===== src/core/sck_regs.svh =====
/*
 * Register map, field positions, reset values and timing counts of the
 * synchro-check block. Assumes a 100 MHz system clock.
 */
`ifndef SCK_REGS_SVH
`define SCK_REGS_SVH

// Word offsets (byte addresses on the Avalon slave)
`define SCK_CTRL_OFS 8'h00
`define SCK_VLIM_OFS 8'h04
`define SCK_FLIM_OFS 8'h08
`define SCK_DIFF_OFS 8'h0c
`define SCK_QUAL_OFS 8'h10
`define SCK_MVOLT_OFS 8'h14
`define SCK_GVOLT_OFS 8'h18
`define SCK_FREQ_OFS 8'h1c
`define SCK_PHASE_OFS 8'h20
`define SCK_STAT_OFS 8'h24

// Control fields
`define SCK_CTRL_INTREG 0
`define SCK_CTRL_FORCE_MB 1
`define SCK_CTRL_FORCE_GB 2
`define SCK_CTRL_CAN_CHK 3
`define SCK_CTRL_THREE_PH 4
`define SCK_CTRL_CLOSE_REQ 5
`define SCK_CTRL_SEL_GB 6
`define SCK_CTRL_RST 32'h0000_001e

// Threshold reset values (percent, 0.1 Hz, degrees)
`define SCK_VLIM_RST 32'h0000_6e50
`define SCK_FLIM_RST 32'h0000_6e5a
`define SCK_DIFF_RST 32'h000a_0305
`define SCK_QUAL_RST 32'h0000_0032

// Fixed hysteresis: 1 %, 0.1 Hz (one unit), 1 degree
`define SCK_HYST_V 8'h01
`define SCK_HYST_F 8'h01
`define SCK_HYST_P 8'h01

// Timing
`define SCK_CLK_MHZ 100
`define SCK_HOLD_MS 1000
`define SCK_HOLD_CYC (`SCK_HOLD_MS * 1000 * `SCK_CLK_MHZ)
`define SCK_QUAL_MS_CYC (1000 * `SCK_CLK_MHZ)

`endif


===== src/core/sck_pkg.sv =====
/*
 * Types of the synchro-check block.
 * Assumes sck_regs.svh supplies the numeric constants.
 */
package sck_pkg;
    typedef enum logic [3:0] {
        SCK_IDLE = 4'b0001,
        SCK_UNSYNC = 4'b0010,
        SCK_SYNC = 4'b0100,
        SCK_HOLD = 4'b1000
    } sck_state_e;
    typedef logic [7:0] sck_pct_t;
endpackage


===== src/core/sck_top.sv =====
/*
 * Synchro-check: voltage, frequency, phase and rotation checks, qualify
 * timer, one-second withdraw hold and breaker close gating.
 * Assumes measurement inputs arrive from other clock domains with a sample
 * strobe that is a level toggle; all are resynchronised here.
 */
// Implementation choices: the Avalon-MM register port and the placing of the registers.
`timescale 1ns/1ns
`include "sck_regs.svh"

// Functional notes
// - No sequence starts while either breaker side lacks voltage.
// - With internal regulation or forcing, close waits for sync status.
// - External regulation without forcing closes at once.
// - Forcing ignored with internal regulation; separate per breaker.
// - Forcing defaults to both breakers after reset.
// - Forced check that cannot run raises incoherent setting warning.
// - Six checks; close only when every applicable one passes.
// - Every voltage within its min/max percent limits, else blocked.
// - Per-phase difference against max with 1% hysteresis, voltages first.
// - Single phase compares only the first phase.
// - Voltages handled as percent of their own nominal.
// - Both frequencies within percent limits of nominal, else blocked.
// - Frequency difference against max with 0.1 Hz hysteresis.
// - Phase difference below max degrees with 1 degree hysteresis.
// - Signed offset up to +/-180 degrees applied to phase.
// - Three-phase only: identical rotation on both sides required.
// - Sync after all checks pass through qualify time; failure restarts.
// - Withdrawn consent stays withdrawn at least one second.
// - Close only after unsynchronized then synchronized is observed.
// - Internal regulation forces an unsynchronized state first.
// - Separate pass indications for each check group and close enable.
module sck_top
    import sck_pkg::*;
#(
    parameter int HOLD_CYC = `SCK_HOLD_CYC,
    parameter int MS_CYC = `SCK_QUAL_MS_CYC
)
(
    // Clock and reset
    input wire logic CLK,
    input wire logic SRST,
    // Avalon-MM slave
    input wire logic [7:0] AVS_ADDRESS,
    input wire logic AVS_READ,
    input wire logic AVS_WRITE,
    input wire logic [31:0] AVS_WRITEDATA,
    output logic [31:0] AVS_READDATA,
    output logic AVS_WAITREQUEST,
    // Measurement front end (percent, 0.1 Hz, degrees)
    input wire logic SAMPLE_TGL,
    input wire logic [23:0] MAINS_VOLT_PCT,
    input wire logic [23:0] GEN_VOLT_PCT,
    input wire logic [15:0] MAINS_FREQ,
    input wire logic [15:0] GEN_FREQ,
    input wire logic [8:0] PHASE_DEG,
    input wire logic MAINS_ROT_CW,
    input wire logic GEN_ROT_CW,
    // Breaker and status
    output logic BREAKER_CLOSE,
    output logic VOLT_OK,
    output logic FREQ_OK,
    output logic PHASE_OK,
    output logic ROT_OK,
    output logic CLOSE_ENABLE,
    output logic INCOHERENT_SETTING_WARNING
);

////////////////////////////////////////////////////////////////////////////
// Registers
logic [31:0] ctrl_q, vlim_q, flim_q, diff_q, qual_q;
logic ack_q, wait_q;
logic [31:0] rdata_q;
logic [2:0] smp_s1_q;
logic smp_s2_q;
logic smp_seen_q;
logic [23:0] mv_s1_q, mv_q, gv_s1_q, gv_q;
logic [15:0] mf_s1_q, mf_q, gf_s1_q, gf_q;
logic [8:0] ph_s1_q, ph_q;
logic [1:0] rot_s1_q, rot_q;
logic v_ok_q, f_ok_q, p_ok_q, r_ok_q;
logic vd_ok_q, fd_ok_q;
logic [31:0] qual_cnt_q, hold_cnt_q;
sck_state_e st_q;
logic en_q, close_q, warn_q;
logic volt_ok_q, freq_ok_q;

wire intreg = ctrl_q[`SCK_CTRL_INTREG];
wire sel_gb = ctrl_q[`SCK_CTRL_SEL_GB];
wire three_ph = ctrl_q[`SCK_CTRL_THREE_PH];
wire force_sel = sel_gb ? ctrl_q[`SCK_CTRL_FORCE_GB]
                        : ctrl_q[`SCK_CTRL_FORCE_MB];
// Forcing is meaningless when regulation is ours
wire check_on = intreg | force_sel;

////////////////////////////////////////////////////////////////////////////
// Avalon slave: one wait cycle, then answer
wire req = (AVS_READ | AVS_WRITE) & ~ack_q;
always_ff @(posedge CLK)
begin
    if (SRST)
    begin
        ack_q <= 1'b0;
        wait_q <= 1'b1;
    end
    else
    begin
        ack_q <= req;
        // Kept beside ack_q so the pin leaves a flip-flop directly
        wait_q <= ~req;
    end
end

// Writes take effect on the answer edge
always_ff @(posedge CLK)
begin
    if (SRST)
    begin
        ctrl_q <= `SCK_CTRL_RST;
        vlim_q <= `SCK_VLIM_RST;
        flim_q <= `SCK_FLIM_RST;
        diff_q <= `SCK_DIFF_RST;
        qual_q <= `SCK_QUAL_RST;
    end
    else if (AVS_WRITE & ack_q)
    begin
        if (AVS_ADDRESS == `SCK_CTRL_OFS)
            ctrl_q <= {25'h0, AVS_WRITEDATA[6:0]};
        else if (AVS_ADDRESS == `SCK_VLIM_OFS)
            vlim_q <= {8'h0, AVS_WRITEDATA[23:0]};
        else if (AVS_ADDRESS == `SCK_FLIM_OFS)
            flim_q <= {16'h0, AVS_WRITEDATA[15:0]};
        else if (AVS_ADDRESS == `SCK_DIFF_OFS)
            diff_q <= {7'h0, AVS_WRITEDATA[24:0]};
        else if (AVS_ADDRESS == `SCK_QUAL_OFS)
            qual_q <= {16'h0, AVS_WRITEDATA[15:0]};
    end
end

// Read mux; unmapped reads return zero
always_ff @(posedge CLK)
begin
    if (SRST)
        rdata_q <= 32'h0;
    else if (AVS_READ & req)
    begin
        if (AVS_ADDRESS == `SCK_CTRL_OFS)
            rdata_q <= ctrl_q;
        else if (AVS_ADDRESS == `SCK_VLIM_OFS)
            rdata_q <= vlim_q;
        else if (AVS_ADDRESS == `SCK_FLIM_OFS)
            rdata_q <= flim_q;
        else if (AVS_ADDRESS == `SCK_DIFF_OFS)
            rdata_q <= diff_q;
        else if (AVS_ADDRESS == `SCK_QUAL_OFS)
            rdata_q <= qual_q;
        else if (AVS_ADDRESS == `SCK_MVOLT_OFS)
            rdata_q <= {8'h0, mv_q};
        else if (AVS_ADDRESS == `SCK_GVOLT_OFS)
            rdata_q <= {8'h0, gv_q};
        else if (AVS_ADDRESS == `SCK_FREQ_OFS)
            rdata_q <= {mf_q, gf_q};
        else if (AVS_ADDRESS == `SCK_PHASE_OFS)
            rdata_q <= {23'h0, ph_q};
        else if (AVS_ADDRESS == `SCK_STAT_OFS)
            rdata_q <= {24'h0, warn_q, close_q, en_q, r_ok_q,
                        p_ok_q, f_ok_q & fd_ok_q, v_ok_q & vd_ok_q,
                        st_q == SCK_SYNC};
        else
            rdata_q <= 32'h0;
    end
end
assign AVS_READDATA = rdata_q;
assign AVS_WAITREQUEST = wait_q;

////////////////////////////////////////////////////////////////////////////
// Front-end synchronisers; the strobe toggles once values are stable.
// No reset: the chain keeps the pin's level, so leaving reset is never
// taken for a toggle. Reset must last four edges at power-up.
always_ff @(posedge CLK)
begin
    smp_s1_q <= {smp_s1_q[1:0], SAMPLE_TGL};
    smp_s2_q <= smp_s1_q[2];
end
// Bus words pass two stages, one fewer than the strobe, so they settle before it is seen
always_ff @(posedge CLK)
begin
    mv_s1_q <= MAINS_VOLT_PCT;
    gv_s1_q <= GEN_VOLT_PCT;
    mf_s1_q <= MAINS_FREQ;
    gf_s1_q <= GEN_FREQ;
    ph_s1_q <= PHASE_DEG;
    rot_s1_q <= {MAINS_ROT_CW, GEN_ROT_CW};
    mv_q <= mv_s1_q;
    gv_q <= gv_s1_q;
    mf_q <= mf_s1_q;
    gf_q <= gf_s1_q;
    ph_q <= ph_s1_q;
    rot_q <= rot_s1_q;
end
wire smp = smp_s2_q ^ smp_s1_q[2];

always_ff @(posedge CLK)
begin
    if (SRST)
        smp_seen_q <= 1'b0;
    else if (smp)
        smp_seen_q <= 1'b1;
end

////////////////////////////////////////////////////////////////////////////
// Check arithmetic; values already percent of own nominal
logic [2:0] v_in, vd_pass, vd_fail;
genvar gi;
generate
    for (gi = 0; gi < 3; gi++)
    begin : g_ph
        wire [7:0] m = mv_q[8*gi +: 8];
        wire [7:0] g = gv_q[8*gi +: 8];
        wire [7:0] d = (m > g) ? m - g : g - m;
        wire used = three_ph | (gi == 0);
        assign v_in[gi] = ~used |
            (m >= vlim_q[7:0] && m <= vlim_q[15:8] &&
             g >= vlim_q[7:0] && g <= vlim_q[15:8]);
        assign vd_pass[gi] = ~used |
            (9'(d) + 9'(`SCK_HYST_V) <= 9'(diff_q[7:0]));
        assign vd_fail[gi] = used & (d > diff_q[7:0]);
    end
endgenerate

wire [15:0] fmin = {8'h0, flim_q[7:0]};
wire [15:0] fmax = {8'h0, flim_q[15:8]};
// Frequencies in 0.1 Hz; nominal limits in percent of 50.0 Hz
wire [15:0] mfp = 16'((32'(mf_q) * 32'd2) / 32'd10);
wire [15:0] gfp = 16'((32'(gf_q) * 32'd2) / 32'd10);
wire f_in = mfp >= fmin && mfp <= fmax && gfp >= fmin && gfp <= fmax;
wire [15:0] fd = (mf_q > gf_q) ? mf_q - gf_q : gf_q - mf_q;
wire [15:0] fdmax = {8'h0, diff_q[15:8]};

// Signed phase, offset applied, wrapped to +/-180
// Offset is the measured angle that counts as in phase
wire signed [9:0] ph_off = 10'($signed(diff_q[24:16]));
wire signed [10:0] ph_raw = 11'($signed({1'b0, ph_q})) - 11'(ph_off);
wire signed [10:0] ph_w = (ph_raw > 11'sd180) ? ph_raw - 11'sd360 :
                          (ph_raw < -11'sd180) ? ph_raw + 11'sd360 :
                          ph_raw;
wire [10:0] ph_abs = ph_w[10] ? 11'(-ph_w) : 11'(ph_w);
wire [10:0] pmax = {3'h0, vlim_q[23:16] == 8'h0 ? 8'd10 : vlim_q[23:16]};

////////////////////////////////////////////////////////////////////////////
// Check results with hysteresis, updated per sample set
always_ff @(posedge CLK)
begin
    if (SRST)
    begin
        v_ok_q <= 1'b0;
        vd_ok_q <= 1'b0;
        f_ok_q <= 1'b0;
        fd_ok_q <= 1'b0;
        p_ok_q <= 1'b0;
        r_ok_q <= 1'b0;
    end
    else if (smp)
    begin
        v_ok_q <= &v_in;
        // Difference only judged once voltages sit in tolerance
        if (!(&v_in))
            vd_ok_q <= 1'b0;
        else if (&vd_pass)
            vd_ok_q <= 1'b1;
        else if (|vd_fail)
            vd_ok_q <= 1'b0;
        f_ok_q <= f_in;
        if (!f_in)
            fd_ok_q <= 1'b0;
        else if (fd + 16'(`SCK_HYST_F) <= fdmax)
            fd_ok_q <= 1'b1;
        else if (fd > fdmax)
            fd_ok_q <= 1'b0;
        if (ph_abs + 11'(`SCK_HYST_P) <= pmax)
            p_ok_q <= 1'b1;
        else if (ph_abs > pmax)
            p_ok_q <= 1'b0;
        r_ok_q <= ~three_ph | (rot_q[1] == rot_q[0]);
    end
end

wire all_ok = v_ok_q & vd_ok_q & f_ok_q & fd_ok_q & p_ok_q & r_ok_q;
wire live = v_ok_q;

////////////////////////////////////////////////////////////////////////////
// Qualify timer: restarts on any failing check
wire [31:0] qual_lim = 32'(qual_q[15:0]) * 32'(MS_CYC);
always_ff @(posedge CLK)
begin
    if (SRST || !all_ok || st_q != SCK_UNSYNC)
        qual_cnt_q <= 32'h0;
    else if (qual_cnt_q < qual_lim)
        qual_cnt_q <= qual_cnt_q + 32'h1;
end

// Sequence: only unsync -> sync grants; withdraw holds one second
always_ff @(posedge CLK)
begin
    if (SRST)
    begin
        st_q <= SCK_IDLE;
        hold_cnt_q <= 32'h0;
    end
    else
    begin
        case (st_q)
            SCK_IDLE:
                // Start disabled: without internal regulation a pass at entry must first fail
                if (ctrl_q[`SCK_CTRL_CLOSE_REQ] & live & smp_seen_q
                    & ~all_ok)
                    st_q <= SCK_UNSYNC;
                else if (ctrl_q[`SCK_CTRL_CLOSE_REQ] & live & intreg)
                    st_q <= SCK_UNSYNC;
            SCK_UNSYNC:
                if (!ctrl_q[`SCK_CTRL_CLOSE_REQ] || !live)
                    st_q <= SCK_IDLE;
                else if (all_ok && qual_cnt_q >= qual_lim)
                    st_q <= SCK_SYNC;
            SCK_SYNC:
                if (!all_ok || !ctrl_q[`SCK_CTRL_CLOSE_REQ])
                begin
                    st_q <= SCK_HOLD;
                    hold_cnt_q <= 32'h0;
                end
            default:
                if (hold_cnt_q >= 32'(HOLD_CYC - 1))
                    st_q <= SCK_IDLE;
                else
                    hold_cnt_q <= hold_cnt_q + 32'h1;
        endcase
    end
end

////////////////////////////////////////////////////////////////////////////
// Outputs, all registered
always_ff @(posedge CLK)
begin
    if (SRST)
    begin
        en_q <= 1'b0;
        close_q <= 1'b0;
        warn_q <= 1'b0;
        volt_ok_q <= 1'b0;
        freq_ok_q <= 1'b0;
    end
    else
    begin
        en_q <= st_q == SCK_SYNC;
        // Without internal checking the external device gates the close
        close_q <= ctrl_q[`SCK_CTRL_CLOSE_REQ] &
                   (check_on ? (st_q == SCK_SYNC) : 1'b1);
        warn_q <= ~intreg & force_sel &
                  ~ctrl_q[`SCK_CTRL_CAN_CHK];
        volt_ok_q <= v_ok_q & vd_ok_q;
        freq_ok_q <= f_ok_q & fd_ok_q;
    end
end
assign BREAKER_CLOSE = close_q;
assign CLOSE_ENABLE = en_q;
assign VOLT_OK = volt_ok_q;
assign FREQ_OK = freq_ok_q;
assign PHASE_OK = p_ok_q;
assign ROT_OK = r_ok_q;
assign INCOHERENT_SETTING_WARNING = warn_q;

////////////////////////////////////////////////////////////////////////////
// Checks
sync_needs_pass_a: assert property (@(posedge CLK) disable iff (SRST)
    st_q == SCK_UNSYNC && $past(st_q) == SCK_UNSYNC ##1 st_q == SCK_SYNC
    |-> $past(all_ok)) else $error("sync without pass");
hold_keeps_off_a: assert property (@(posedge CLK) disable iff (SRST)
    $fell(en_q) |-> !en_q [*8]) else $error("consent regained");
close_gated_a: assert property (@(posedge CLK) disable iff (SRST)
    $rose(close_q) && $past(check_on) |-> $past(st_q) == SCK_SYNC)
    else $error("close before sync");
close_direct_a: assert property (@(posedge CLK) disable iff (SRST)
    ctrl_q[`SCK_CTRL_CLOSE_REQ] && !check_on |=> close_q)
    else $error("direct close late");
start_live_a: assert property (@(posedge CLK) disable iff (SRST)
    st_q == SCK_IDLE && !live |=> st_q != SCK_UNSYNC)
    else $error("start while dead");
enable_after_unsync_a: assert property (@(posedge CLK) disable iff (SRST)
    $rose(st_q == SCK_SYNC) |-> $past(st_q) == SCK_UNSYNC)
    else $error("sync not from unsync");
warn_cause_a: assert property (@(posedge CLK) disable iff (SRST)
    warn_q |-> $past(force_sel) && !$past(intreg))
    else $error("spurious warning");
volt_block_a: assert property (@(posedge CLK) disable iff (SRST)
    !v_ok_q |-> !vd_ok_q) else $error("diff ok with bad volts");
cov_sync_c: cover property (@(posedge CLK) $rose(en_q));
cov_hold_c: cover property (@(posedge CLK) $fell(en_q));
cov_warn_c: cover property (@(posedge CLK) $rose(warn_q));

endmodule


===== config.mk =====
export PLATFORM = sky130hd
export DESIGN_NAME = sck_top
export DESIGN_NICKNAME = d
export VERILOG_FILES = /design/src/core/sck_pkg.sv /design/src/core/sck_top.sv
export VERILOG_INCLUDE_DIRS = /design/src /design/src/core
export SDC_FILE = /design/constraint.sdc
export NUM_CORES = 1
export LEC_CHECK = 0
export ABC_AREA = 1
export ABC_CLOCK_PERIOD_IN_PS = 22000
export BUFFER_PORTS_ARGS = -buffer_cell sky130_fd_sc_hd__buf_2
export CAP_MARGIN = 20
export CORE_ASPECT_RATIO = 2
export CORE_MARGIN = 2
export CORE_UTILIZATION = 57
export DETAILED_ROUTE_END_ITERATION = 8
export PLACE_DENSITY_LB_ADDON = 0.1
export SYNTH_ARGS = -nofsm -noshare
export SYNTH_HDL_FRONTEND = slang
export SYNTH_SLANG_ARGS = --single-unit

===== constraint.sdc =====
create_clock -name CLK -period 22 [get_ports CLK]
set_input_delay 4.4 -clock CLK [delete_from_list [all_inputs] [get_ports CLK]]
set_output_delay 4.4 -clock CLK [all_outputs]
set_load 0.005 [all_outputs]

# [Word level (Yosys, flattened, before mapping)]
# Index checks and enable logic that the tools add are counted.
[op_classes] n_mul=1 n_mux=38 add_sub_neg=19 eq_ne=20 n_div=2 bitwise_logic=37 order_cmp=35 n_reduce_logical=38
[ops] op="$mux 32" count=10
[ops] op="$add 32x1->32 const B" count=2
[ops] op="$div 17x4->32 const B" count=2
[ops] op="$pmux 32 s2" count=1
[ops] op="$ge 8x8->1" count=6
[ops] op="$gt 8x8->1" count=6
[ops] op="$le 16x8->1" count=3
[ops] op="$le 8x8->1" count=6
[ops] op="$sub 8x8->8" count=6
[ops] op="$mux 8" count=5
[ops] op="$mux 11" count=3
[ops] op="$eq 8x5->1 const B" count=4
[ops] op="$ge 16x8->1" count=2
[ops] op="$ge 32x27->1 const B" count=1
[ops] op="$ge 32x32->1" count=1
[ops] op="$lt 32x32->1" count=1
[ops] op="$sub 16x16->16" count=2
[ops] op="$add 8x1->9 const B" count=3
[ops] op="$le 9x8->1" count=3
[ops] op="$mul 16x12->27 const B" count=1
[ops] op="$mux 4" count=6
[ops] op="$and 1x1->1" count=18
[ops] op="$add 16x1->16 const B" count=1
[ops] op="$eq 8x4->1 const B" count=2
[ops] op="42 further kinds" count=95
[totals] wordCells=227 inputBits=136 out_inout_bits=40 register_bits=388

# [Depth between registers and ports, before layout]
[logic_depth] depth_word=11 ltp_mapped=82 ltp_nobuf=81

# [Worst setup path after synthesis]
# Ideal clock, no wire load.
[synth_path] path_type="register to register" startpoint="register qual_q[2]" endpoint="register qual_cnt_q[31]" setup_ns=0.115 t_required_ns=21.885 synth_period_minus_slack_ns=8.233 slack_ns=13.767 n_path_buf=0 arrival_ns=8.117 stages_incl_launch_ff=59 cell_sequence="dfxtp_1 ha_1 ha_1 fa_1 ha_1 inv_1 fa_1 inv_1 ha_1 a21oi_1 nand2_1 a21oi_1 o21ai_0 nand2_1 nand2_1 a21oi_1 o21ai_0 a21oi_1 [... 23 more ...] nor2_1 nand2_1 nor2_1 nand2_1 nor2_1 nand2_1 nor2_1 nand3_1 nor2_1 inv_1 nor3_1 nand4_1 nor2_1 inv_1 nor3_1 nand2_1 o21ai_0 inv_1"
[synth_between] elab_chain_cells=2
[synth_lines] item="start: declaration" line_no="sck_top.sv:71" rtl="logic [31:0] ctrl_q, vlim_q, flim_q, diff_q, qual_q;"
[synth_lines] item="start signal: assignment" line_no="sck_top.sv:123" rtl="qual_q <= `SCK_QUAL_RST;"
[synth_lines] item="start signal: assignment" line_no="sck_top.sv:136" rtl="qual_q <= {16'h0, AVS_WRITEDATA[15:0]};"
[synth_lines] item="$mul 16x12->27" line_no="sck_top.sv:293" rtl="wire [31:0] qual_lim = 32'(qual_q[15:0]) * 32'(MS_CYC);"
[synth_lines] item="$lt 32x32->1" line_no="sck_top.sv:298" rtl="else if (qual_cnt_q < qual_lim)"
[synth_lines] item="end signal: assignment" line_no="sck_top.sv:299" rtl="qual_cnt_q <= qual_cnt_q + 32'h1;"
[synth_lines] item="end: declaration" line_no="sck_top.sv:83" rtl="logic [31:0] qual_cnt_q, hold_cnt_q;"
# Every way passes these cells.
# A chain may end at the register's enable or synchronous reset.

# [Final worst setup path]
# Ends and elaborated chain as after synthesis.

==> results by group <==
Finish
  • Net count of the finished layout: ~4400
  • Fillers: between 4000 and 5000
  • Finished Layout Cells: 4426
  • Register area: 7770 sq um
  • Footprint of the multi-input gates: 17300 sq um
  • Share of post-route cells with drive strength above 1: 0.109
  • Area growth, synth to finish: 10.3%
  • Design Area, Final: 30500 sq um

Setup path
  • Number of logic stages on the critical path including buffering: 59
  • Highest net fanout along the worst path: 7
  • Endpoint class of the critical path: flip-flop
  • Delay-heaviest family, CP: simple AND/OR/NAND/NOR gates
  • WP data required: 22.51 ns
  • Signal arrival time at the worst endpoint: around 11 ns
  • Max stage delay on crit path: 0.53 ns
  • WP buf/inv: 9
  • Critical path class: reg -> reg
  • Reg2reg path depth: 59
  • Library cell contributing the largest single delay on the critical path: sky130_fd_sc_hd__fa_1
  • Startpoint Class: flip-flop

Floorplanning
  • Effective utilization at floorplan: 0.574
  • FP Rows: around 110
  • I/O pin total: 176
  • Core area: ~48000 sq um
  • Area of the die: about 50000 sq um
  • DIE HEIGHT: 316 um
  • Horizontal die dimension: 160 um

Global route
  • First-pass GRT wire length: 136000 um
  • Pin count of the biggest net entering global routing: 87
  • Global-route usage over all layers: 0.348
  • Vias in the first global route: approximately 26000
  • Antenna violations before repair: 2
  • Congestion Overflow GR: 0

Flow run
  • Max Cap Violations: 0

Synth
  • Async SR Flop Fraction: 0
  • Post-synthesis sequential element count: 388
  • Cells after Synth: 3599
  • Library cell with the largest summed area after synthesis: sky130_fd_sc_hd__dfxtp_1
  • Total of warnings raised by yosys: 0
  • Cell with the most instances after synthesis: sky130_fd_sc_hd__inv_1
  • Synth top cells by count: sky130_fd_sc_hd__inv_1 (588), sky130_fd_sc_hd__nand2_1 (518), sky130_fd_sc_hd__ha_1 (431), sky130_fd_sc_hd__dfxtp_1 (388), sky130_fd_sc_hd__a21oi_1 (352)
  • Post-synthesis net count: 4219
  • Post-synthesis cell type count: just over 60
  • Area share of the leading cell type in the synthesized netlist: 0.281
  • Primary FF master, synth: sky130_fd_sc_hd__dfxtp_1
  • Synth top area cells: sky130_fd_sc_hd__dfxtp_1 (28%), sky130_fd_sc_hd__ha_1 (19%), sky130_fd_sc_hd__inv_1 (8.0%)
  • Netlist Area Pre-Place: 27700 sq um
  • Sequential cell area fraction in the yosys report: 0.281
  • Number of enable flip-flop cells after synthesis: 0
  • Mean instance size in the synthesized netlist: between 7 and 8 sq um

Pwr
  • Combinational power share: 0.457
  • Sequential fraction of design power: 0.283
  • Int Power: 0.00153 W
  • Worst supply voltage drop on vdd: 0.128 mV
  • Cell Pwr Density: between 80 and 90 nW/um^2
  • Sw power: 0.00111 W
  • Leakage: around 15 nW
  • Switching Share: 0.420
  • Clock Power Share: 0.261

Clock tree
  • Clock Tree Root: sky130_fd_sc_hd__clkbuf_16
  • Post-cts resize count: 0
  • TritonCTS clock tree: yes
  • Clock-pin slew on the worst setup and hold paths: 0.07 ns
  • H-tree levels: 2
  • # clock sinks: 388
  • CTS Buf Count: 36
  • Post CTS Setup Buffer Count: 0
  • Skew-Pair Late Insertion Delay: roughly 0.57 ns
  • Total of hold buffers inserted after clock tree synthesis: 0
  • Clk buf depth: 3

STA
  • Final min period: 10.26 ns
  • Rel. slew slack: 0.334
  • Finish-stage setup viols: 0
  • Period utilisation layout: 0.466
  • Transition time at the pin with the least slew margin: 0.990 ns
  • RSZ-0062 raised after global routing: no
  • Number of hold-slack violations in the final timing report: 0
  • Setup slack of the critical path after layout: 11.74 ns
  • Min Hold Slack: 0.318 ns
  • Post-Route Setup TNS: 0 ns
  • Max-slew violation count: 0
  • Setup Skew: 0.0183 ns
  • Upper clock frequency limit: 97.5 MHz

Run status
  • Status: finished, final reports clean

Min path
  • Number of cells on the worst hold path: 0
  • Class of the tightest hold or removal check: reg -> reg

Drt
  • Total routed wirelength: 89100 um
  • Residual antenna-violating net count after detailed routing: 0
  • Vias/cell: 5.78
  • Routed wire per std cell: 20.1 um
  • Number of search-and-repair iterations in the first detailed-routing pass: 7
  • Count of unresolved DRC violations after routing: 0
  • Overall via count from detail_route: roughly 26000
  • Initial DRC count: 1492

Placement
  • Final weighted congestion in routability-driven placement: 1.00
  • Number of I/O port buffers: 168
  • Instance area after placement: roughly 29000 sq um
  • Post-place setup slack: about 12 ns
  • Post-placement cell count: 4356
  • HPWL reported at the end of detailed placement: just over 70000 um
flip-flops by register name, indices dropped and copies added (netlist names), 2 cells and up:
register / cells
flim_q: 16
gv_s1_q: 24
vlim_q: 24
ph_q: 9
st_q: 4
mv_q: 24
ph_s1_q: 9
AVS_READDATA: 32
gv_q: 24
ctrl_q: 7
mf_s1_q: 16
gf_q: 16
diff_q: 25
hold_cnt_q: 32
mf_q: 16
rot_q: 2
gf_s1_q: 16
smp_s1_q: 3
mv_s1_q: 24
rot_s1_q: 2
qual_cnt_q: 32
qual_q: 16
worst paths after layout:
path	from	end	slack (ns)
setup / recovery	qual_q[2]	qual_cnt_q[31]	11.74
hold / removal	gf_s1_q[12]	gf_q[12]	0.32
setup reg to reg	qual_q[2]	qual_cnt_q[31]	11.74
hold reg to reg	gf_s1_q[12]	gf_q[12]	0.32
cell families after synthesis:
| family | after synthesis | synth area share |
|---|---|---|
| AND/OR/NAND/NOR | 1096 | 0.180 |
| AO/OA/AOI/OAI | 825 | 0.174 |
| buffers and inverters | 687 | 0.0935 |
| adder cells (fa/ha/maj) | 484 | 0.233 |
| flip-flops | 388 | 0.281 |
| XOR/XNOR | 113 | 0.0360 |
| multiplexers | 6 | 0.00217 |
placed cells by master, fill, tap and decap left out, types with 10 or more instances in the layout:
cell / netlist / routed
sky130_fd_sc_hd__nand4_1: 31 / 31
sky130_fd_sc_hd__dfxtp_1: 388 / 388
sky130_fd_sc_hd__inv_1: 588 / 587
sky130_fd_sc_hd__nand2_2: 72 / 72
sky130_fd_sc_hd__inv_2: 34 / 35
sky130_fd_sc_hd__clkbuf_16: 0 / 38
sky130_fd_sc_hd__nand2_4: 17 / 17
sky130_fd_sc_hd__a21oi_1: 352 / 352
sky130_fd_sc_hd__nor2_1: 189 / 187
sky130_fd_sc_hd__nor4_1: 28 / 28
sky130_fd_sc_hd__xnor2_1: 26 / 26
sky130_fd_sc_hd__o221ai_1: 30 / 30
sky130_fd_sc_hd__o21bai_1: 13 / 13
sky130_fd_sc_hd__o22ai_1: 37 / 37
sky130_fd_sc_hd__fa_1: 53 / 53
sky130_fd_sc_hd__nand3_2: 18 / 18
sky130_fd_sc_hd__buf_2: 0 / 168
sky130_fd_sc_hd__nand3_1: 156 / 156
sky130_fd_sc_hd__o21a_1: 19 / 19
sky130_fd_sc_hd__nand2_1: 518 / 518
sky130_fd_sc_hd__ha_1: 431 / 431
sky130_fd_sc_hd__xor2_1: 86 / 86
sky130_fd_sc_hd__a221oi_1: 12 / 12
sky130_fd_sc_hd__a211oi_1: 15 / 15
sky130_fd_sc_hd__o21ai_0: 223 / 223
sky130_fd_sc_hd__o211ai_1: 44 / 44
sky130_fd_sc_hd__nor3_1: 51 / 50
sky130_fd_sc_hd__buf_4: 0 / 10
power groups by stage:
stage / Clock, W / Sequential (W) / Combinational (W)
2_1_floorplan: 0 / 0.000754 / 0.000920
3_3_place_gp: 0 / 0.000762 / 0.00112
3_5_place_dp: 0 / 0.000763 / 0.00119
4_1_cts: 0.000702 / 0.000747 / 0.00119
5_1_grt: 0.000724 / 0.000749 / 0.00136
6_report: 0.000689 / 0.000747 / 0.00121
final cells by class:
class	instances	share of cell area
Multi-Input combinational cell	2524	0.568
Inverter	628	0.0773
Timing Repair Buffer	180	0.0314
Clock inverter	24	0.0100
Antenna cell	2	0.000164
Tap cell	638	0.0262
Clock buffer	42	0.0326
Sequential cell	388	0.255
layer usage:
metal | track usage | share of wire
met3 | 0.0478 | 0.054
met2 | 0.635 | 0.50
met4 | 0.302 | 0.10
met1 | 0.344 | 0.34
met5 | 0 | 0
metrics by stage:
step	power, W	utilization
2_1_floorplan	0.00167	-
3_3_place_gp	0.00188	0.605
3_5_place_dp	0.00195	0.605
4_1_cts	0.00264	0.632
5_1_grt	0.00283	0.633
6_report	0.00265	0.633
(Power assumes the default switching activity.)
